### config.mk
export PLATFORM = sky130hd
export DESIGN_NAME = audio_clock_status_ctl
export DESIGN_NICKNAME = d
export VERILOG_FILES = /design/src/common/acs_pkg.sv /design/src/clock_edge_meter.sv /design/src/audio_clock_status_ctl.sv
export VERILOG_INCLUDE_DIRS = /design/src /design/src/common
export SDC_FILE = /design/constraint.sdc
export NUM_CORES = 1
export LEC_CHECK = 0
export BUFFER_PORTS_ARGS = -buffer_cell sky130_fd_sc_hd__buf_2
export CORE_MARGIN = 5
export CORE_UTILIZATION = 58
export CTS_CLUSTER_DIAMETER = 60
export CTS_CLUSTER_SIZE = 16
export DETAILED_ROUTE_END_ITERATION = 6
export PLACE_DENSITY = 0.78
export SLEW_MARGIN = 25
export SYNTH_ARGS = -nofsm -noshare
export SYNTH_HDL_FRONTEND = slang
export SYNTH_SLANG_ARGS = --single-unit
### constraint.sdc
create_clock -name sys_clk -period 5.3 [get_ports sys_clk]
set_clock_uncertainty 0.2 [all_clocks]
set_input_delay 1.06 -clock sys_clk [delete_from_list [all_inputs] [get_ports sys_clk]]
set_output_delay 1.06 -clock sys_clk [all_outputs]
set_load 0.005 [all_outputs]
### src/common/acs_map.svh
// Register map, fields, reset values and timing of the clock status bank.
// Definitions only.
`ifndef ACS_MAP_SVH
`define ACS_MAP_SVH

// Register indices; the bus byte address is four times the index.
`define ACS_IDX_CLK_STATUS 8'h00
`define ACS_IDX_REVISION 8'h01
`define ACS_IDX_ERR_FLAGS 8'h02
`define ACS_IDX_FILTER_CTRL 8'h03
`define ACS_IDX_SERIAL_FMT 8'h04
`define ACS_IDX_SHUTDOWN 8'h05
`define ACS_IDX_VOLUME_CFG 8'h0E
`define ACS_BYTE_ADDR(idx) ((idx) << 2)

// Clock status fields.
`define ACS_RATE_MSB 7
`define ACS_RATE_LSB 5
`define ACS_RATIO_MSB 4
`define ACS_RATIO_LSB 2

// Error flag positions.
`define ACS_ERR_MCLK_BIT 7
`define ACS_ERR_PLL_BIT 6
`define ACS_ERR_SCLK_BIT 5
`define ACS_ERR_LRCLK_BIT 4
`define ACS_ERR_SLIP_BIT 3
`define ACS_ERR_OVERCUR_BIT 1
`define ACS_ERR_USED_MASK 8'hFA

// Control fields.
`define ACS_DCBLOCK_BIT 7
`define ACS_HARD_UNMUTE_BIT 5
`define ACS_DEEMPH_MSB 1
`define ACS_DEEMPH_LSB 0
`define ACS_FMT_MSB 3
`define ACS_FMT_LSB 0
`define ACS_SHUTDOWN_BIT 6
`define ACS_SLEW_MSB 2
`define ACS_SLEW_LSB 0

// Reset values.
`define ACS_RST_CLK_STATUS 8'h6C
`define ACS_RST_ERR_FLAGS 8'h00
`define ACS_RST_FILTER_CTRL 8'hA0
`define ACS_RST_SERIAL_FMT 4'h5
`define ACS_RST_SHUTDOWN 1'b1
`define ACS_RST_SLEW 3'h1

// System clock rate and sample-rate class boundaries.
`define ACS_SYS_CLK_HZ 100000000
`define ACS_EDGE_8K_11K_HZ 10000
`define ACS_EDGE_11K_16K_HZ 14000
`define ACS_EDGE_16K_22K_HZ 20000
`define ACS_EDGE_22K_32K_HZ 28000
`define ACS_EDGE_32K_44K_HZ 38000
`define ACS_FRAME_LOSS_US 250

// Master clocks per frame: boundaries between ratios.
`define ACS_RATIO_EDGE_128 96
`define ACS_RATIO_EDGE_192 160
`define ACS_RATIO_EDGE_256 224
`define ACS_RATIO_EDGE_384 320
`define ACS_RATIO_EDGE_512 448

// Bit clocks per frame and tolerances.
`define ACS_BCLK_48 48
`define ACS_COUNT_TOL 1
`define ACS_PERIOD_TOL 4
`define ACS_RECOVER_FRAMES 4

`endif

### src/common/acs_pkg.sv
// Types shared by the audio clock status and control bank.
// Assumes the map header is on the include path.
package acs_pkg;
    `include "acs_map.svh"

    typedef logic [2:0] rate_code_t;
    typedef logic [2:0] ratio_code_t;
    typedef logic [1:0] deemph_t;
    typedef logic [3:0] serial_fmt_t;

    typedef enum logic [2:0] {
        REC_RUN   = 3'b001,
        REC_MUTED = 3'b010,
        REC_RAMP  = 3'b100
    } recover_e;
endpackage

### src/clock_edge_meter.sv
// Synchronises one audio clock pin, finds its rising edges, counts them per frame.
// Pin toggles slower than a third of sys_clk; frameRise is a one-cycle pulse.
`timescale 1ns/10ps
module clock_edge_meter #(
    parameter int CNT_W = 10
) (
    // Clock and reset
    input  wire logic        sys_clk,
    input  wire logic        resetn,
    // Pin and frame marker
    input  wire logic        pinIn,
    input  wire logic        frameRise,
    // Results
    output logic             risePulse,
    output logic [CNT_W-1:0] perFrame_ff
);
    logic             sync1_ff;
    logic             sync2_ff;
    logic             prev_ff;
    logic [CNT_W-1:0] count_ff;
    logic [CNT_W-1:0] nxt_count;
    wire              countFull = &count_ff;

    always_ff @(posedge sys_clk or negedge resetn) begin
        if (!resetn) begin
            sync1_ff <= 1'b0;
            sync2_ff <= 1'b0;
            prev_ff  <= 1'b0;
        end else begin
            sync1_ff <= pinIn;
            sync2_ff <= sync1_ff;
            prev_ff  <= sync2_ff;
        end
    end

    assign risePulse = sync2_ff & ~prev_ff;

    // The count saturates so a stopped frame clock cannot wrap it into a plausible value.
    always_comb begin
        nxt_count = count_ff;
        if (frameRise)
            nxt_count = {{(CNT_W-1){1'b0}}, risePulse};
        else if (risePulse && !countFull)
            nxt_count = count_ff + 1'b1;
    end

    always_ff @(posedge sys_clk or negedge resetn) begin
        if (!resetn) begin
            count_ff    <= '0;
            perFrame_ff <= '0;
        end else begin
            count_ff <= nxt_count;
            if (frameRise)
                perFrame_ff <= count_ff;
        end
    end
endmodule

### src/audio_clock_status_ctl.sv
// Clock status, sticky error flags and control registers of an audio front end, on APB.
// Clock and fault pins are asynchronous; the APB master runs on sys_clk.
//
// Functional notes
// Sample rate and clock ratio are detected in hardware and read back only.
// Rate field 7:5: 000 32k, 011 48k, 100 16k, 101 24k, 110 8k, 111 12k.
// Ratio field 4:2: codes 000..101 mean 64,128,192,256,384,512 times rate.
// Source uses 64x only at 48k, 192x at 32-48k, never 256x at 8k.
// Bit clock 32 or 64 per frame always; 48 only with 192x or 384x.
// Identification register returns fixed seven-bit revision code, bit 7 reserved.
// Error flags are sticky; only a host write of zero clears them.
// Host clears the error register then reads back to find ongoing errors.
// Error bits: 7 mclk, 6 pll, 5 bit clock, 4 frame clock, 3 slip, 1 overcurrent.
// Master clock error when master clocks per frame change.
// Bit clock error when bit clocks per frame change.
// Frame clock error when frame clock frequency changes.
// Frame slip when frame clock phase drifts against internal frame sync.
// Control bit 7 enables the DC-blocking filter, enabled by default.
// Bit 5 clear ramps unmute after clock error; set unmutes in one step.
// Bits 1:0 select de-emphasis: none, reserved, 44.1k, 48k.
// Four-bit serial format code selects nine formats; other codes reserved.
// Serial format resets to 24-bit I2S, code 0101.
// Shutdown bit 6 set holds all channels in hard mute; clear starts playback.
// Host avoids reserved registers and keeps reserved bits at documented values.
// Soft unmute ramp length is 512, 1024, 2048 or 256 steps by slew code.
// A flag set in the same cycle as its clear stays set.
`timescale 1ns/10ps
`include "acs_map.svh"
module audio_clock_status_ctl #(
    parameter logic [6:0] REVISION_CODE     = 7'h2A,  // Arbitrary value.
    parameter int         FRAME_LOSS_CYCLES = `ACS_FRAME_LOSS_US * (`ACS_SYS_CLK_HZ / 1000000)
) (
    // Clock and reset
    input  wire logic            sys_clk,
    input  wire logic            resetn,
    // APB slave
    input  wire logic [7:0]      paddr,
    input  wire logic            psel,
    input  wire logic            penable,
    input  wire logic            pwrite,
    input  wire logic [31:0]     pwdata,
    output logic [31:0]          prdata,
    output logic                 pready,
    output logic                 pslverr,
    // Serial audio clock pins
    input  wire logic            mclkPin,
    input  wire logic            sclkPin,
    input  wire logic            lrclkPin,
    // Fault pins
    input  wire logic            pllUnlockPin,
    input  wire logic            overCurrentPin,
    // Controls to the audio path
    output logic                 dcBlockEn,
    output acs_pkg::deemph_t     deemphSel,
    output acs_pkg::serial_fmt_t serialFormat,
    output logic                 shutdownAll,
    output logic                 clockMute,
    output logic                 unmuteRamping,
    output logic [11:0]          unmuteStep,
    output acs_pkg::rate_code_t  sampleRate,
    output acs_pkg::ratio_code_t mclkRatio
);
    import acs_pkg::*;

    ////////////////////////
    // Pin synchronisers and per-frame measurement.

    logic        lrRise;
    logic        mclkRise;
    logic        sclkRise;
    logic [9:0]  mclkPerFrame;
    logic [6:0]  sclkPerFrame;
    logic [1:0]  faultSync1_ff;
    logic [1:0]  faultSync2_ff;

    clock_edge_meter #(.CNT_W(1)) u_lrclk (
        .sys_clk     (sys_clk),
        .resetn      (resetn),
        .pinIn       (lrclkPin),
        .frameRise   (1'b0),
        .risePulse   (lrRise),
        .perFrame_ff ()
    );

    clock_edge_meter #(.CNT_W(10)) u_mclk (
        .sys_clk     (sys_clk),
        .resetn      (resetn),
        .pinIn       (mclkPin),
        .frameRise   (lrRise),
        .risePulse   (mclkRise),
        .perFrame_ff (mclkPerFrame)
    );

    clock_edge_meter #(.CNT_W(7)) u_sclk (
        .sys_clk     (sys_clk),
        .resetn      (resetn),
        .pinIn       (sclkPin),
        .frameRise   (lrRise),
        .risePulse   (sclkRise),
        .perFrame_ff (sclkPerFrame)
    );

    always_ff @(posedge sys_clk or negedge resetn) begin
        if (!resetn) begin
            faultSync1_ff <= 2'b00;
            faultSync2_ff <= 2'b00;
        end else begin
            faultSync1_ff <= {pllUnlockPin, overCurrentPin};
            faultSync2_ff <= faultSync1_ff;
        end
    end

    ////////////////////////
    // Frame period in system clocks, internal frame sync and classification.

    logic [14:0] periodCnt_ff;
    logic [14:0] period_ff;
    logic [14:0] phase_ff;
    logic [9:0]  mclkLast_ff;
    logic [6:0]  sclkLast_ff;
    logic [1:0]  primed_ff;
    rate_code_t  rate_ff;
    ratio_code_t ratio_ff;

    function automatic logic differs(input logic [14:0] a, input logic [14:0] b, input logic [14:0] tol);
        differs = (a > b) ? ((a - b) > tol) : ((b - a) > tol);
    endfunction

    wire frameLost   = (periodCnt_ff == 15'(FRAME_LOSS_CYCLES));
    wire measured    = primed_ff[1];
    wire periodMoved = differs(periodCnt_ff, period_ff, 15'(`ACS_PERIOD_TOL));
    wire phaseWrap   = (phase_ff >= period_ff - 15'd1);

    // The internal frame sync wraps on the last period and restarts on each frame clock edge; a frame clock edge far from its wrap is a slip.
    wire phaseOff    = (phase_ff > 15'(`ACS_PERIOD_TOL)) && (phase_ff < period_ff - 15'(`ACS_PERIOD_TOL));

    // Nearest class to the measured frame period.
    wire rate_code_t nxt_rate =
        (periodCnt_ff > 15'(`ACS_SYS_CLK_HZ / `ACS_EDGE_8K_11K_HZ))  ? 3'b110 :
        (periodCnt_ff > 15'(`ACS_SYS_CLK_HZ / `ACS_EDGE_11K_16K_HZ)) ? 3'b111 :
        (periodCnt_ff > 15'(`ACS_SYS_CLK_HZ / `ACS_EDGE_16K_22K_HZ)) ? 3'b100 :
        (periodCnt_ff > 15'(`ACS_SYS_CLK_HZ / `ACS_EDGE_22K_32K_HZ)) ? 3'b101 :
        (periodCnt_ff > 15'(`ACS_SYS_CLK_HZ / `ACS_EDGE_32K_44K_HZ)) ? 3'b000 : 3'b011;

    // Nearest ratio to the master clock count per frame.
    wire ratio_code_t nxt_ratio =
        (mclkPerFrame < 10'(`ACS_RATIO_EDGE_128)) ? 3'b000 :
        (mclkPerFrame < 10'(`ACS_RATIO_EDGE_192)) ? 3'b001 :
        (mclkPerFrame < 10'(`ACS_RATIO_EDGE_256)) ? 3'b010 :
        (mclkPerFrame < 10'(`ACS_RATIO_EDGE_384)) ? 3'b011 :
        (mclkPerFrame < 10'(`ACS_RATIO_EDGE_512)) ? 3'b100 : 3'b101;

    always_ff @(posedge sys_clk or negedge resetn) begin
        if (!resetn) begin
            periodCnt_ff <= '0;
            period_ff    <= '0;
            primed_ff    <= 2'b00;
            rate_ff      <= 3'(`ACS_RST_CLK_STATUS >> `ACS_RATE_LSB);
        end else if (lrRise) begin
            periodCnt_ff <= 15'd1;
            period_ff    <= periodCnt_ff;
            primed_ff    <= {primed_ff[0], 1'b1};
            if (primed_ff[0])
                rate_ff <= nxt_rate;
        end else if (!frameLost) begin
            periodCnt_ff <= periodCnt_ff + 15'd1;
        end else begin
            primed_ff <= 2'b00;
        end
    end

    always_ff @(posedge sys_clk or negedge resetn) begin
        if (!resetn)
            phase_ff <= '0;
        else if (lrRise || phaseWrap)
            phase_ff <= '0;
        else
            phase_ff <= phase_ff + 15'd1;
    end

    // Counts are compared one cycle after the frame clock edge, once the meters have published them.
    logic lrRiseDly_ff;
    always_ff @(posedge sys_clk or negedge resetn) begin
        if (!resetn) begin
            lrRiseDly_ff <= 1'b0;
            mclkLast_ff  <= '0;
            sclkLast_ff  <= '0;
            ratio_ff     <= 3'(`ACS_RST_CLK_STATUS >> `ACS_RATIO_LSB);
        end else begin
            lrRiseDly_ff <= lrRise;
            if (lrRiseDly_ff) begin
                mclkLast_ff <= mclkPerFrame;
                sclkLast_ff <= sclkPerFrame;
                if (measured)
                    ratio_ff <= nxt_ratio;
            end
        end
    end

    ////////////////////////
    // Error events.

    wire sclkIs48  = !differs(15'(sclkPerFrame), 15'(`ACS_BCLK_48), 15'(`ACS_COUNT_TOL));
    wire ratioFor48 = (nxt_ratio == 3'b010) || (nxt_ratio == 3'b100);
    wire checkNow  = lrRiseDly_ff && measured;

    wire mclkEvt  = checkNow && differs(15'(mclkPerFrame), 15'(mclkLast_ff), 15'(`ACS_COUNT_TOL));
    wire sclkEvt  = checkNow && (differs(15'(sclkPerFrame), 15'(sclkLast_ff), 15'(`ACS_COUNT_TOL))
                                 || (sclkIs48 && !ratioFor48));
    wire lrEvt    = (lrRise && measured && periodMoved) || (frameLost && primed_ff[0]);
    wire slipEvt  = lrRise && measured && !periodMoved && phaseOff;
    wire clkErrEvt = mclkEvt | sclkEvt | lrEvt | slipEvt;

    logic [7:0] errSet;
    always_comb begin
        errSet                       = 8'h00;
        errSet[`ACS_ERR_MCLK_BIT]    = mclkEvt;
        errSet[`ACS_ERR_PLL_BIT]     = faultSync2_ff[1];
        errSet[`ACS_ERR_SCLK_BIT]    = sclkEvt;
        errSet[`ACS_ERR_LRCLK_BIT]   = lrEvt;
        errSet[`ACS_ERR_SLIP_BIT]    = slipEvt;
        errSet[`ACS_ERR_OVERCUR_BIT] = faultSync2_ff[0];
    end

    ////////////////////////
    // APB register file.

    logic [7:0]  errFlags_ff;
    logic [7:0]  filterCtrl_ff;
    serial_fmt_t serialFmt_ff;
    logic        shutdown_ff;
    logic [2:0]  slew_ff;
    logic [31:0] prdata_ff;
    logic        pslverr_ff;

    wire setupPhase = psel && !penable;
    wire wrAccess   = psel && penable && pwrite;
    wire selStatus  = (paddr == `ACS_BYTE_ADDR(`ACS_IDX_CLK_STATUS));
    wire selRev     = (paddr == `ACS_BYTE_ADDR(`ACS_IDX_REVISION));
    wire selErr     = (paddr == `ACS_BYTE_ADDR(`ACS_IDX_ERR_FLAGS));
    wire selFilter  = (paddr == `ACS_BYTE_ADDR(`ACS_IDX_FILTER_CTRL));
    wire selFmt     = (paddr == `ACS_BYTE_ADDR(`ACS_IDX_SERIAL_FMT));
    wire selShut    = (paddr == `ACS_BYTE_ADDR(`ACS_IDX_SHUTDOWN));
    wire selSlew    = (paddr == `ACS_BYTE_ADDR(`ACS_IDX_VOLUME_CFG));
    wire mapped     = selStatus | selRev | selErr | selFilter | selFmt | selShut | selSlew;

    // Reserved bits are not stored, so they read back as zero whatever the host writes.
    wire [7:0] statusWord = {rate_ff, ratio_ff, 2'b00};
    wire [7:0] filterMask = 8'h00 | (8'h1 << `ACS_DCBLOCK_BIT) | (8'h1 << `ACS_HARD_UNMUTE_BIT) | 8'h03;

    wire [7:0] readByte =
        selStatus ? statusWord :
        selRev    ? {1'b0, REVISION_CODE} :
        selErr    ? errFlags_ff :
        selFilter ? filterCtrl_ff :
        selFmt    ? {4'h0, serialFmt_ff} :
        selShut   ? 8'(shutdown_ff) << `ACS_SHUTDOWN_BIT :
        selSlew   ? {5'h00, slew_ff} : 8'h00;

    // A written zero clears a flag; a set arriving in the same cycle wins.
    wire [7:0] errClearKeep = (wrAccess && selErr) ? pwdata[7:0] : 8'hFF;
    wire [7:0] nxt_errFlags = ((errFlags_ff & errClearKeep) | errSet) & `ACS_ERR_USED_MASK;

    always_ff @(posedge sys_clk or negedge resetn) begin
        if (!resetn) begin
            errFlags_ff   <= `ACS_RST_ERR_FLAGS;
            filterCtrl_ff <= `ACS_RST_FILTER_CTRL;
            serialFmt_ff  <= `ACS_RST_SERIAL_FMT;
            shutdown_ff   <= `ACS_RST_SHUTDOWN;
            slew_ff       <= `ACS_RST_SLEW;
        end else begin
            errFlags_ff <= nxt_errFlags;
            if (wrAccess && selFilter)
                filterCtrl_ff <= pwdata[7:0] & filterMask;
            if (wrAccess && selFmt)
                serialFmt_ff <= pwdata[`ACS_FMT_MSB:`ACS_FMT_LSB];
            if (wrAccess && selShut)
                shutdown_ff <= pwdata[`ACS_SHUTDOWN_BIT];
            if (wrAccess && selSlew)
                slew_ff <= pwdata[`ACS_SLEW_MSB:`ACS_SLEW_LSB];
        end
    end

    // Read data and error are latched in the setup cycle, so the access cycle answers from flip-flops.
    always_ff @(posedge sys_clk or negedge resetn) begin
        if (!resetn) begin
            prdata_ff  <= '0;
            pslverr_ff <= 1'b0;
        end else if (setupPhase) begin
            prdata_ff  <= {24'h00_0000, readByte};
            pslverr_ff <= !mapped;
        end
    end

    assign pready  = psel && penable;
    assign prdata  = prdata_ff;
    assign pslverr = pslverr_ff && psel && penable;

    ////////////////////////
    // Mute on clock error and unmute on recovery.

    recover_e    rec_ff;
    recover_e    nxt_rec;
    logic [2:0]  stable_ff;
    logic [2:0]  nxt_stable;
    logic [11:0] step_ff;
    logic [11:0] nxt_step;
    logic [11:0] rampSteps;

    // Slew codes with the top bit set are reserved and fall back to the default length.
    always_comb begin
        unique case (slew_ff)
            3'b000:  rampSteps = 12'd512;
            3'b010:  rampSteps = 12'd2048;
            3'b011:  rampSteps = 12'd256;
            default: rampSteps = 12'd1024;
        endcase
    end

    wire hardUnmute = filterCtrl_ff[`ACS_HARD_UNMUTE_BIT];
    wire recovered  = lrRise && (stable_ff == 3'(`ACS_RECOVER_FRAMES - 1));

    always_comb begin
        nxt_rec    = rec_ff;
        nxt_stable = stable_ff;
        nxt_step   = step_ff;
        unique case (rec_ff)
            REC_RUN: begin
                if (clkErrEvt) begin
                    nxt_rec    = REC_MUTED;
                    nxt_stable = '0;
                end
            end
            REC_MUTED: begin
                if (clkErrEvt) begin
                    nxt_stable = '0;
                end else if (recovered) begin
                    nxt_rec  = hardUnmute ? REC_RUN : REC_RAMP;
                    nxt_step = '0;
                end else if (lrRise) begin
                    nxt_stable = stable_ff + 3'd1;
                end
            end
            REC_RAMP: begin
                if (clkErrEvt) begin
                    nxt_rec    = REC_MUTED;
                    nxt_stable = '0;
                end else if (lrRise) begin
                    nxt_step = step_ff + 12'd1;
                    if (step_ff >= rampSteps - 12'd1)
                        nxt_rec = REC_RUN;
                end
            end
            default: begin
                nxt_rec = REC_MUTED;
            end
        endcase
    end

    always_ff @(posedge sys_clk or negedge resetn) begin
        if (!resetn) begin
            rec_ff    <= REC_RUN;
            stable_ff <= '0;
            step_ff   <= '0;
        end else begin
            rec_ff    <= nxt_rec;
            stable_ff <= nxt_stable;
            step_ff   <= nxt_step;
        end
    end

    ////////////////////////
    // Control outputs.

    assign dcBlockEn     = filterCtrl_ff[`ACS_DCBLOCK_BIT];
    assign deemphSel     = filterCtrl_ff[`ACS_DEEMPH_MSB:`ACS_DEEMPH_LSB];
    assign serialFormat  = serialFmt_ff;
    assign shutdownAll   = shutdown_ff;
    assign clockMute     = (rec_ff == REC_MUTED);
    assign unmuteRamping = (rec_ff == REC_RAMP);
    assign unmuteStep    = step_ff;
    assign sampleRate    = rate_ff;
    assign mclkRatio     = ratio_ff;
endmodule

# Word level (Yosys, flattened, before mapping)
# Cells that the tools add are included.
# W data, S select, Z words.
[totals]
reg_bits = 163
out_inout_bits = 62
in_bits = 50
[op_classes]
eq_ne = 26
n_bitwise = 17
n_mux = 50
n_lt_le_gt_ge = 26
n_reduce_logical = 49
add_sub_neg = 17
[op_table]
columns = ["op", "count"]
rows = [
  ["$gt A15 B1 Y1 const B", 6],
  ["$mux W3", 20],
  ["$mux W12", 4],
  ["$gt A15 B3 Y1 const B", 3],
  ["$mux W15", 3],
  ["$mux W8", 5],
  ["$pmux W12 S3", 1],
  ["$add A15 B1 Y15 const B", 2],
  ["$gt A15 B12 Y1 const B", 2],
  ["$gt A15 B13 Y1 const B", 2],
  ["$sub A15 B15 Y15", 2],
  ["$mux W7", 4],
  ["$pmux W12 S2", 1],
  ["$logic_and A1 B1 Y1", 23],
  ["$sub A10 B10 Y11", 2],
  ["$lt A10 B8 Y1 const B", 2],
  ["$lt A10 B9 Y1 const B", 2],
  ["$mux W10", 2],
  ["$eq A8 B4 Y1 const B", 2],
  ["$eq A8 B5 Y1 const B", 2],
  ["$sub A7 B7 Y8", 2],
  ["$eq A15 B15 Y1 const B", 1],
  ["$eq A3 B2 Y1 const B", 5],
  ["$ge A15 B15 Y1", 1],
  ["other kinds (45)", 86],
]

# Logic depth before layout (Yosys ltp)
# Gate-level depths: netlist (run 1).
[depth]
ltp_word = 17
mapped_depth = 17

# By module
# A second synthesis (run 1) with hierarchy kept.
[unflattened]
hier_cells = 1391
area_unflattened_um2 = 12167.9
[modules_own_cells]
columns = ["mod", "cells_per_inst", "seq_area_each_um2", "area_each_um2", "instances"]
rows = [
  ["audio_clock_status_ctl", 1244, 3016.6, 10256.1, 1],
  ["clock_edge_meter (u_mclk)", 82, 575.6, 1033.5, 1],
  ["clock_edge_meter (u_sclk)", 56, 425.4, 713.2, 1],
  ["clock_edge_meter (u_lrclk)", 9, 125.1, 165.2, 1],
]

# Worst setup path after synthesis (run 1)
# No wires, ideal clock.
[synth_timing]
kind = "reg2reg"
from = "register period_ff[2]"
to = "register stable_ff[1]"
path_slack_ns = 1.603
synth_period_minus_slack_ns = 3.697
stages_incl_launch_ff = 18
t_required_ns = 4.974
arrival_ns = 3.370
setup_ns = 0.126
path_buffers = 1
cell_sequence = "dfrtp_1 > inv_1 > ha_1 > nand2_1 > nor3_1 > nand2_1 > xnor2_1 > ha_1 > a21oi_1 > nor2b_1 > o21ai_0 > nand3_1 > nor4_1 > a31oi_4 > and2_1 > buf_2 > nand3_1 > o22ai_1"
[synth_between]
elab_chain_len = 9
word_cells_on_any_way = 22
classes_between = "3 x add/sub; 4 x order compare; 3 x eq/ne; 3 x mux; 2 x bitwise; 7 x reduce/logical"
[synth_rtl]
columns = ["item", "line_no", "source"]
rows = [
  ["start, declared", "audio_clock_status_ctl.sv:117", "logic [14:0] period_ff;"],
  ["start signal, assigned", "audio_clock_status_ctl.sv:161", "period_ff <= periodCnt_ff;"],
  ["$sub A15 B15 Y15", "audio_clock_status_ctl.sv:126", "differs = (a > b) ? ((a - b) > tol) : ((b - a) > tol);"],
  ["$gt A15 B3 Y1", "audio_clock_status_ctl.sv:126", ""],
  ["$mux W1", "audio_clock_status_ctl.sv:126", ""],
  ["$logic_and A1 B1 Y1 / $logic_not A1 Y1 (equally long branches)", "audio_clock_status_ctl.sv:210, audio_clock_status_ctl.sv:211", ""],
  ["$logic_or A1 B1 Y1 / $logic_and A1 B1 Y1 (equally long branches)", "audio_clock_status_ctl.sv:210, audio_clock_status_ctl.sv:211", ""],
  ["$or A1 B1 Y1 / $logic_and A1 B1 Y1 (equally long branches)", "audio_clock_status_ctl.sv:212, audio_clock_status_ctl.sv:211", ""],
  ["$or A1 B1 Y1 (*)", "audio_clock_status_ctl.sv:212", "wire clkErrEvt = mclkEvt | sclkEvt | lrEvt | slipEvt;"],
  ["$ne A3 B3 Y1 (no line) (tied with other cells)", "-", ""],
  ["$reduce_and A4 Y1 (no line) / $pmux W3 S2 (equally long branches)", "-", ""],
  ["end signal, assigned", "audio_clock_status_ctl.sv:367", "stable_ff <= nxt_stable;"],
  ["end, declared", "audio_clock_status_ctl.sv:304", "logic [2:0] stable_ff;"],
]
# Every way passes the cells marked *; elsewhere a longest branch is shown, timed or not.
# A chain may end at the register's enable or synchronous reset.

# Worst setup path in the final report (run 1)
[layout_timing]
from = "register u_mclk.perFrame_ff[0]"
to = "register stable_ff[1]"
[layout_between]
elab_chain_len = 17
word_cells_on_any_way = 33
classes_between = "2 x add/sub; 8 x order compare; 5 x eq/ne; 8 x mux; 3 x bitwise; 7 x reduce/logical"
[layout_rtl]
columns = ["item", "line_no", "source"]
rows = [
  ["start, declared", "clock_edge_meter.sv:15", "output logic [CNT_W-1:0] perFrame_ff"],
  ["start signal, assigned", "clock_edge_meter.sv:54", "perFrame_ff <= count_ff;"],
  ["$lt A10 B9 Y1", "audio_clock_status_ctl.sv:151", "(mclkPerFrame < 10'(`ACS_RATIO_EDGE_512)) ? 3'b100 : 3'b101;"],
  ["$mux W1", "audio_clock_status_ctl.sv:151", ""],
  ["$mux W3", "audio_clock_status_ctl.sv:150", "(mclkPerFrame < 10'(`ACS_RATIO_EDGE_384)) ? 3'b011 :"],
  ["$mux W3", "audio_clock_status_ctl.sv:149", "(mclkPerFrame < 10'(`ACS_RATIO_EDGE_256)) ? 3'b010 :"],
  ["$mux W3", "audio_clock_status_ctl.sv:148", "(mclkPerFrame < 10'(`ACS_RATIO_EDGE_192)) ? 3'b001 :"],
  ["$mux W3", "audio_clock_status_ctl.sv:147", "(mclkPerFrame < 10'(`ACS_RATIO_EDGE_128)) ? 3'b000 :"],
  ["$eq A3 B2 Y1 / $eq A3 B3 Y1 (equally long branches)", "audio_clock_status_ctl.sv:204", "wire ratioFor48 = (nxt_ratio == 3'b010) || (nxt_ratio == 3'b100);"],
  ["$logic_or A1 B1 Y1", "audio_clock_status_ctl.sv:204", ""],
  ["$logic_not A1 Y1", "audio_clock_status_ctl.sv:209", "|| (sclkIs48 && !ratioFor48));"],
  ["$logic_and A1 B1 Y1", "audio_clock_status_ctl.sv:209", ""],
  ["$logic_or A1 B1 Y1", "audio_clock_status_ctl.sv:208", "wire sclkEvt = checkNow && (differs(15'(sclkPerFrame), 15'(sclkLast_ff), 15'(`ACS_COUNT_TOL))"],
  ["$logic_and A1 B1 Y1", "audio_clock_status_ctl.sv:208", ""],
  ["$or A1 B1 Y1 (*) (3 in series)", "audio_clock_status_ctl.sv:212", ""],
  ["$ne A3 B3 Y1 (no line) (tied with other cells)", "-", ""],
  ["$reduce_and A4 Y1 (no line) / $pmux W3 S2 (equally long branches)", "-", ""],
]
# Marks and branches as above.

==> results of run 1 <==
-- worst max path at each step --
stage,start,cells after the start,slack (ns),endpoint
floorplan,period_ff[2],17,1.60,stable_ff[1]
global placement,periodCnt_ff[4],13,1.22,stable_ff[1]
detailed placement,period_ff[2],17,1.16,stable_ff[1]
CTS,period_ff[2],17,1.15,stable_ff[1]
global route,period_ff[2],17,0.75,stable_ff[2]
finish,u_mclk.perFrame_ff[0],14,1.05,stable_ff[1]
-- cell type report --
class                           count  share of cell area [%]
Inverter                           99                   2.855
Multi-Input combinational cell   1075                   55.27
Clock buffer                       17                   3.269
Clock inverter                     15                   1.404
Sequential cell                   163                   31.45
Timing Repair Buffer               75                   3.163
Tap cell                          270                   2.596
-- stage by stage --
step	area [sq um]	worst slack [ns]	hold WS [ns]	util [%]	power (mW)
2_1_floorplan	12080	1.603	0.1312	-	2.977
3_3_place_gp	12400	1.220	0.1333	61.10	3.346
3_5_place_dp	12400	1.161	0.1426	61.10	3.399
4_1_cts	13010	1.152	0.1602	64.10	4.662
5_1_grt	13020	0.7514	0.1673	64.11	4.988
6_report	13020	1.048	0.1557	64.11	4.663
-- flip-flops by register name, indices dropped and copies added, names as in the netlist, 4 cells and up --
| name | cells |
|---|---|
| periodCnt_ff | 15 |
| period_ff | 15 |
| phase_ff | 15 |
| unmuteStep | 12 |
| mclkLast_ff | 10 |
| u_mclk.count_ff | 10 |
| u_mclk.perFrame_ff | 10 |
| prdata | 8 |
| sclkLast_ff | 7 |
| u_sclk.count_ff | 7 |
| u_sclk.perFrame_ff | 7 |
| errFlags_ff | 6 |
| filterCtrl_ff | 4 |
| serialFormat | 4 |
-- cell families (layout without fill, tap and decap cells) --
| kind of cell | count (synthesis) | in the layout | synth area share (%) |
|---|---|---|---|
| other cells | 2 | 25 | 0.06261 |
| fa+ha+maj | 120 | 120 | 12.83 |
| flops | 163 | 163 | 34.12 |
| buf+inv | 176 | 206 | 6.665 |
| compound gates | 366 | 366 | 19.81 |
| xor+xnor | 72 | 72 | 5.257 |
| mux | 25 | 25 | 2.253 |
| simple gates | 467 | 467 | 19.01 |
-- layout by cell type, fill, tap and decap left out, drive strengths merged, types with 13 or more instances in the layout --
master and count:
nand4 19, nor3 30, o21ai 132, or3 15, nor2 100, a21o 23
nor2b 21, inv 107, buf 75, clkbuf 17, conb 25, xor2 19
dfrtp 152, a21oi 82, ha 115, mux2 16, nand3 56, a31oi 14
nor4 13, nand2 143, xnor2 53, and3 15
-- routing by layer --
metal	routed length, um	share of wire (%)	GRT usage [%]	vias up
met4	820	2.9	8.116	0
met3	1310	4.6	4.413	61
met5	0	0	0	-
met1	12980	45	33.66	4898
li1	-	-	-	4964
met2	13510	47	39.40	265
-- power breakdown --
| group | switching (mW) | internal (mW) |
|---|---|---|
| sequential | 0.115 | 1.32 |
| clock | 0.615 | 0.640 |
| combinational | 1.11 | 0.858 |
==> impl_results.md, run 1 <==
* Status: completed
* Fin cells at roughly 1700
* FILL cells at ~1700
* Slowest-stage cell, CP: a2111oi_0
* FF+latch area at between 4000 and 5000 sq um
* Final hold violation count at 0
* Maximum net fanout on the critical path at 10
* Placed insts at ~1700
* Reg2reg start: u_mclk.perFrame_ff[0]
* Most instantiated cells after synthesis: dfrtp_1, nand2_1, o21ai_0
* Unrepaired setup endpoints after global routing: false
* Req. time, crit path at ~5.5 ns
* Vias per cell at between 5 and 6
* Final period utilization at between 80 and 90%
* Cell Chain, Critical Path: inv_1 > ha_1 > fa_1 > and2b_1 > nor3b_2 > o21a_1 > o221ai_1 > a2111oi_0 > nand4b_1 > o2bb2ai_1 > a31oi_4 > and2_1 > nand3_1 > o22ai_1
* Nets@finish at about 1600
* Reg2Reg Setup Slack at between 1 and 1.5 ns
* Cell with the most instances after synthesis: dfrtp_1
* Number of distinct library cells after synthesis at between 90 and 100
* Crit end category: flop
* Worst slew margin at between 30% and 40%
* Vias at 10190
* Slew Viols, Final at 0
* Hpwl dp at between 20000 and 25000 um
* Hold buffers post-CTS at 0
* CP startpoint kind: flop
* Setup tns final at 0 ns
* Top-area cell type share of the netlist area at between 30% and 40%
* Post-CTS Setup Bufs at 0
* Final setup violation count at 0
* Critical path type: flop to flop
* Die W at ~150 um
* ANT nets after route at 0
* Antenna violations before repair at 0
* Hold Path Cell Cnt at 0
* Die area at approximately 24000 sq um
* Power per cell area at ~360 nW/um^2
* Max rail drop VDD at 245.4 uV
* P_leak at just over 6 nW
* CTS HTree Levels at 4
* TritonCTS clock tree: done
* # diodes at 0
* Syn Inst Count at about 1400
* First-pass DRT Iterations at 6
* DRC at 0
* Reg clk slew, reported paths at around 0.08 ns
* Hold_sp: u_lrclk.sync1_ff
* Post-synth top flop: dfrtp_1
* Routability cong. at 0.9617
* CP bufs+invs at 1
* I/O Buffers at 63
* Clock sink count at approximately 160
* Endpoint with the worst hold slack: u_lrclk.sync2_ff
* Wire per inst at ~17 um
* Congestion Overflow GR at 0
* FFs w/ async S/R, synth at 100.0%
* Top Ports at around 110
* Worst-skew pair later-pin latency at ~0.44 ns
* GRT Util Overall at roughly a quarter
* Row cnt at 52
* DR iter-0 viols at a little under 700
* Clock Path Buffers at 2
* Root Buffer: clkbuf_16
* EDFF count, synth at 0
* Fmax at ~0.24 GHz
* Top cells by area, synth: dfrtp_1, ha_1, o21ai_0
* Max_cap viols at 0
* #FFs+latches synth at roughly 160
* CTS resizes at 0
* CP peak stage delay at between 0.6 and 0.7 ns
* Largest net degree at the start of global routing at 97
* Worst R2R Path Depth at 14
* Final wirelength at 28620 um
* Cell taking the most area after synthesis: dfrtp_1
* Arrival @ worst endpoint at between 4 and 5 ns
* Tightest Pin Transition at 0.9089 ns
* Minimum clock period at ~4.3 ns
* YS warnings at 0
* Seq/Total Area, Yosys at around a third
* Reg-to-reg endpoint: stable_ff[1]
* Total CTS buffers at 17
* First-pass GRT wire length at 48580 um
* Initial core utilization at between 50% and 60%
* Core footprint at between 20000 and 25000 sq um
* Syn Area/Cell at around 8.6 sq um
* Area of the multi-input gates at 7193 sq um
* Critical path's top delay family: compound AO/OA/AOI/OAI gates
* Die height at between 150 and 200 um
* Hold Path Class: flop to flop
* Synthesized area at 12000 sq um
* Ratio of cells with drive above 1 in the final layout at roughly 11%
* Area delta synth->final at 8.501%
* Vias in the first global route at 9736
No activity file was read; power rests on OpenSTA's default activity.
==> run 2, diff against run 1 <==
Settings changed: ABC_AREA set to 1.
Clock period 5.3 ns to 4 ns, I/O delays scaled along.
==> run 2 against run 1 <==
  * Global-route usage increased by 0.53 points
  * Sequential share of layout area fell by 1.6 points
  * Combinational power grew 64%
  * Power rose by 46%
  * Via count grew 12%
  * First-iteration DRC count rose by 26%
  * Critical path type unchanged
  * Critical endpoint is now unmuteStep[5]
  * Largest cell class unchanged
  * Highest routed layer unchanged
==> impl_results.md, run 2 <==
* Final wirelength at between 30000 and 40000 um
* Hold Path Cell Cnt at 0
* Worst-skew pair later-pin latency at 0.43 ns
* Top-area cell type share of the netlist area at a little under a third
* Arrival @ worst endpoint at about 3.8 ns
* YS warnings at 0
* Endpoint with the worst hold slack: faultSync2_ff[0]
* Tightest Pin Transition at 0.8707 ns
* Largest regs: periodCnt_ff (15), period_ff (15), phase_ff (15)
* Start point of the critical path: periodCnt_ff[12]
* Critical path type: flop to flop
* First-pass GRT wire length at slightly above 50000 um
* Die area at between 20000 and 25000 sq um
* Root Buffer: clkbuf_16
* Most common cell after layout, fill and taps aside: nand2_1
* Placed insts at 2077
* Post-CTS Setup Bufs at 0
* Reg clk slew, reported paths at 0.07 ns
* CTS HTree Levels at 4
* Reg2Reg Setup Slack at roughly 0.37 ns
* Post-Synth Simple-Gate Area at 27.97%
* Fin cells at about 2100
* Multiplexer share of the synthesized area at 0.3599%
* Reg-to-reg endpoint: unmuteStep[5]
* Reg2reg start: periodCnt_ff[12]
* Post-Synth XOR/XNOR Area at around 3.0%
* FILL cells at around 1900
* Clock sink count at 163
* Synthesized-area fraction occupied by adder cells at between 10% and 20%
* Cell with the most instances after synthesis: nand2_1
* #FFs+latches synth at between 150 and 200
* Setup tns final at 0 ns
* Post-synth top flop: dfrtp_1
* Wire per inst at approximately 14 um
* CP peak stage delay at around 0.46 ns
* Slowest-stage cell, CP: dfrtp_1
* Minimum clock period at 3.628 ns
* Syn Area/Cell at 7.143 sq um
* Synthesized area at between 10000 and 15000 sq um
* Worst slew margin at between 40% and 50%
* Final hold violation count at 0
* FFs w/ async S/R, synth at 100.0%
* EDFF count, synth at 0
* Core footprint at 21150 sq um
* Cell taking the most area after synthesis: dfrtp_1
* DR iter-0 viols at between 800 and 900
* Congestion Overflow GR at 0
* Ratio of cells with drive above 1 in the final layout at under 10%
* Power per cell area at about 500 nW/um^2
* Number of distinct library cells after synthesis at 57
* Slew Viols, Final at 0
* Row cnt at 53
* Worst hold margin at approximately 0.15 ns
* Fmax at approximately 0.28 GHz
* Maximum net fanout on the critical path at 12
* Top Ports at around 110
* I/O Buffers at 63
* Most instantiated cells after synthesis: nand2_1, inv_1, dfrtp_1, nor2_1, o21ai_0
* Area delta synth->final at 9.468%
* Vias in the first global route at about 11000
* GRT Util Overall at 25.02%
* Hold buffers post-CTS at 0
* Crit end category: flop
* Top cells by area, synth: dfrtp_1, nand2_1, ha_1
* Vias per cell at about 5.4
* Largest family of logic cells by synthesized area: simple AND/OR/NAND/NOR gates
* Seq/Total Area, Yosys at 32.70%
* Final period utilization at 90.69%
* Vias at about 11000
* Hold Path Class: flop to flop
* Compound-gate portion of the synthesized area at 13.02%
* Most frequent cells in the layout: nand2_1, inv_1, nor2_1, dfrtp_1, o21ai_0
* Initial core utilization at 59.16%
* Routability cong. at 0.9931
* DRC at 0
* Unrepaired setup endpoints after global routing: false
* Syn Inst Count at 1752
* CP dominant cell by count: nand2_1
* Clock Path Buffers at 2
* Tot Pwr at between 6 and 7 mW
* # diodes at 0
* Worst R2R Path Depth at 17
* CP startpoint kind: flop
* ANT nets after route at 0
* Cell Chain, Critical Path: inv_1 > ha_1 > nand2_1 > nor2_1 > and2_1 > nand2_1 > nand3_1 > nand2_1 > nor2_1 > nand2_1 > nor2_1 > nand3_1 > nand3_2 > nand2_4 > nor2_8 > o211ai_2 > o21ai_2
* Req. time, crit path at ~4.2 ns
* Die height at between 150 and 200 um
* Total CTS buffers at 17
* Max rail drop VDD at between 400 and 500 uV
* Largest net degree at the start of global routing at slightly above 80
* Status: completed
* Final setup violation count at 0
* P_leak at approximately 7 nW
* Hpwl dp at roughly 23000 um
* Antenna violations before repair at 0
* Hold_sp: faultSync1_ff[0]
* TritonCTS clock tree: done
* Die W at around 160 um
* Nets@finish at 1992
* First-pass DRT Iterations at 5
* CTS resizes at 0
* Max_cap viols at 0
==> run 2: cell count changes after synthesis, moves of 15 or more <==
cell and change:
a21o_1 -21, a21oi_1 +21, inv_1 +165, nand2_1 +299
nand3_1 +40, nand4_1 +16, nor2_1 +53, nor2b_1 -21
or3_1 -15, xnor2_1 -47, xor2_1 +18
==> run 2: through the flow <==
| step | worst slack (ns) | instance area, sq um | util (%) |
|---|---|---|---|
| after floorplan | 0.8729 | 12600 | - |
| after global placement | 0.3842 | 13100 | 61.93 |
| after detailed placement | 0.4442 | 13110 | 61.96 |
| final | 0.3724 | 13700 | 64.76 |
| after global routing | 0.05852 | 13700 | 64.76 |
| after CTS | 0.4166 | 13690 | 64.70 |
==> run 2: how the worst max path moves through the flow <==
stage                                end  slack [ns]  cells past startpoint
final                      unmuteStep[5]        0.37                     17
after global routing       unmuteStep[3]        0.06                     16
after CTS                   phase_ff[11]        0.42                     14
after detailed placement  unmuteStep[11]        0.44                     22
after global placement       phase_ff[2]        0.38                     14
after floorplan            unmuteStep[4]        0.87                     17
==> run 2: area by class of cell <==
class	count	area, sq um	share of cell area (%)
clock buffer	20	456.7	3.334
clock inverter	12	122.6	0.8951
inverter	266	998.5	7.288
multi-input combinational	1292	7208	52.62
sequential	163	4093	29.87
tap	275	344.1	2.512
timing repair buffer	82	476.7	3.480
==> run 2: layer usage <==
| metal | part of all wire [%] | vias up | routed length, um | track usage, % |
|---|---|---|---|---|
| met3 | 3.8 | 68 | 1158 | 3.574 |
| met4 | 2.7 | 0 | 825 | 8.512 |
| met2 | 48 | 272 | 14770 | 42.25 |
| met1 | 45 | 5322 | 13720 | 33.18 |
| li1 | - | 5775 | - | - |
| met5 | 0 | - | 0 | 0 |
==> run 2: cell families (layout without fill, tap and decap cells) <==
kind of cell | count (synthesis) | after routing
AND/OR/NAND/NOR | 814 | 814
other | 2 | 25
multiplexers | 4 | 4
XOR/XNOR | 43 | 43
buffers and inverters | 321 | 380
adder cells (fa/ha/maj) | 120 | 120
AO/OA/AOI/OAI | 285 | 286
flip-flops | 163 | 163
==> run 2: critical path, delay by kind of cell, from the launching register on <==
family                   cells  cell delay, ns
buffers and inverters        1            0.19
adder cells (fa/ha/maj)      1            0.42
AO/OA/AOI/OAI                2            0.65
AND/OR/NAND/NOR             13            1.60
flip-flops                   1            0.46
==> run 2: power breakdown <==
part	internal (mW)	switching, mW	leakage, nW
logic	1.16	2.08	4.72
clock network	0.902	0.714	0.268
registers	1.78	0.151	2.12
total	3.84	2.95	7.11
==> run 3, diff against run 2 <==
Settings changed: CORE_UTILIZATION 58 to 55, REMOVE_ABC_BUFFERS set to 1.
Clock period 4 ns to 3.3 ns, I/O delays scaled along.
==> run 3 against run 2 <==
  * First-iteration DRC count increased by 6.0%
  * Die area increased by 5.1%
  * Sequential cell count unchanged
  * Clock-buffer cell count increased by 1
  * Sequential share of layout area decreased by 2.1 points
  * Combinational power increased by 49%
  * Fmax increased by 10%
  * Final cell count increased by 3.1%
  * Critical path depth unchanged
==> impl_results.md, run 3 (synthesis gave the netlist of run 2 again) <==
* Reg2Reg Setup Slack at 0.02 ns
* # diodes at 0
* DR iter-0 viols at roughly 910
* Largest net degree at the start of global routing at between 60 and 70
* Status: completed
* CP startpoint kind: flop
* Met1 track demand over resource at 31.82%
* Die height at 160.8 um
* Finished Cell Area at roughly 15000 sq um
* Placed inst area at approximately 13000 sq um
* Top Ports at about 110
* CP bufs+invs at 4
* Final period utilization at 99.52%
* Congestion Overflow GR at 0
* Minimum clock period at about 3.3 ns
* Final setup violation count at 0
* Tightest Pin Transition at between 0.7 and 0.8 ns
* Global routing usage on met3 at around 3.5%
* Core footprint at roughly 23000 sq um
* Die W at approximately 160 um
* Unrepaired setup endpoints after global routing: true
* Routability cong. at approximately 0.98
* Critical path type: flop to flop
* Hpwl dp at ~24000 um
* Fmax at between 0.3 and 0.4 GHz
* Maximum net fanout on the critical path at 6
* Worst setup margin at between 0.015 and 0.02 ns
* CP peak stage delay at approximately 0.43 ns
* P_leak at between 7 and 8 nW
* Reg clk slew, reported paths at around 0.070 ns
* Cell Chain, Critical Path: inv_2 > ha_4 > nand2_4 > nor4_4 > buf_4 > buf_4 > a21oi_2 > ha_1 > a21oi_1 > o2111ai_2 > a21oi_2 > nand2_2 > nand2_4 > nor2_8 > o211ai_4 > clkbuf_16 > o21ai_2
* Final wirelength at 32620 um
* First-pass DRT Iterations at 6
* ANT nets after route at 0
* FILL cells at 1880
* Root Buffer: clkbuf_16
* Most frequent cells in the layout: nand2_1, inv_1, dfrtp_1, nor2_1, o21ai_0
* Largest regs: periodCnt_ff (15), period_ff (15), phase_ff (15)
* Clock sink count at between 150 and 200
* First-pass GRT wire length at around 52000 um
* TritonCTS clock tree: done
* Most common cell after layout, fill and taps aside: nand2_1
* Clock Path Buffers at 2
* Most used routing layer: met2
* Antenna violations before repair at 0
* Critical path's top delay family: compound AO/OA/AOI/OAI gates
* Vias in the first global route at approximately 11000
* Hold Path Class: input port to flop
* Worst-skew pair later-pin latency at ~0.43 ns
* Die area at between 20000 and 30000 sq um
* Ratio of cells with drive above 1 in the final layout at between 10% and 20%
* GRT Util Overall at 24.16%
* Vias at approximately 12000
* Dpl ws at -0.04887 ns
* Max_cap viols at 0
* CTS HTree Levels at 4
* Slowest-stage cell, CP: dfrtp_2
* Initial core utilization at between 50% and 60%
* Slew Viols, Final at 0
* Area delta synth->final at 17.72%
* I/O Buffers at 63
* Max rail drop VDD at between 400 and 500 uV
* Total CTS buffers at 17
* Crit end category: flop
* Worst slew margin at between 40% and 50%
* Req. time, crit path at between 3 and 4 ns
* Final hold violation count at 0
* Arrival @ worst endpoint at between 3 and 4 ns
* Row cnt at 55
* GRT met2 Usage at just over 40%
* Nets@finish at just over 2000
* Vias per cell at 5.445
* DRC at 0
* Wire per inst at between 10 and 15 um
* Power per cell area at approximately 630 nW/um^2
run 3: metal layers:
layer  vias to the layer above  share of wire, %
met3                        59               4.6
met4                         0               2.7
li1                       5899                 -
met5                         -                 0
met1                      5575                43
met2                       310                49
run 3: cell type report:
type                            count  area, sq um  share of cell area (%)
Multi-Input combinational cell   1291         7666                   52.04
Sequential cell                   163         4099                   27.82
Inverter                          266        998.5                   6.778
Timing Repair Buffer              138        975.9                   6.625
Clock buffer                       21        460.4                   3.126
Tap cell                          285        356.6                   2.421
Clock inverter                     11        175.2                   1.189
run 3: path summary, 6_finish.rpt:
kind | end | start | cells after the start
worst min-delay path | faultSync1_ff[0] | overCurrentPin | 1
min in group asynchronous | mclkLast_ff[8] | resetn | 2
worst max register to register | unmuteStep[2] | period_ff[3] | 17
worst min register to register | u_sclk.sync2_ff | u_sclk.sync1_ff | 0
max in group asynchronous | serialFormat[0] | resetn | 3
worst max-delay path | unmuteStep[2] | period_ff[3] | 17
run 3: timing repair:
action                                  in CTS  in global routing
pin swaps                                    2                 35
endpoints found under the hold margin       30                  0
hold buffers                                 1                  0
setup buffers                                4                 16
gates cloned                                 0                  2
endpoints found under the setup margin      15                 33
gates resized for setup                      5                130
run 3: report_power, final:
group / internal, mW / switching [mW] / total [mW]
combinational: 1.93 / 2.90 / 4.83
sequential: 2.16 / 0.161 / 2.32
clock: 1.31 / 0.846 / 2.16
total: 5.41 / 3.91 / 9.32
run 3: metrics by stage:
stage                     hold slack [ns]  util (%)  power (mW)  instances  TNS [ns]
after floorplan                    0.1312         -       5.290       1720    -19.02
after global placement             0.1336     59.54       6.260       2120         0
after detailed placement           0.1379     59.54       6.372       2120   -0.1175
after CTS                          0.1257     62.62       8.597       2157         0
after global routing               0.1239     65.47       10.02       2175    -1.558
final                              0.1366     65.47       9.317       2175         0
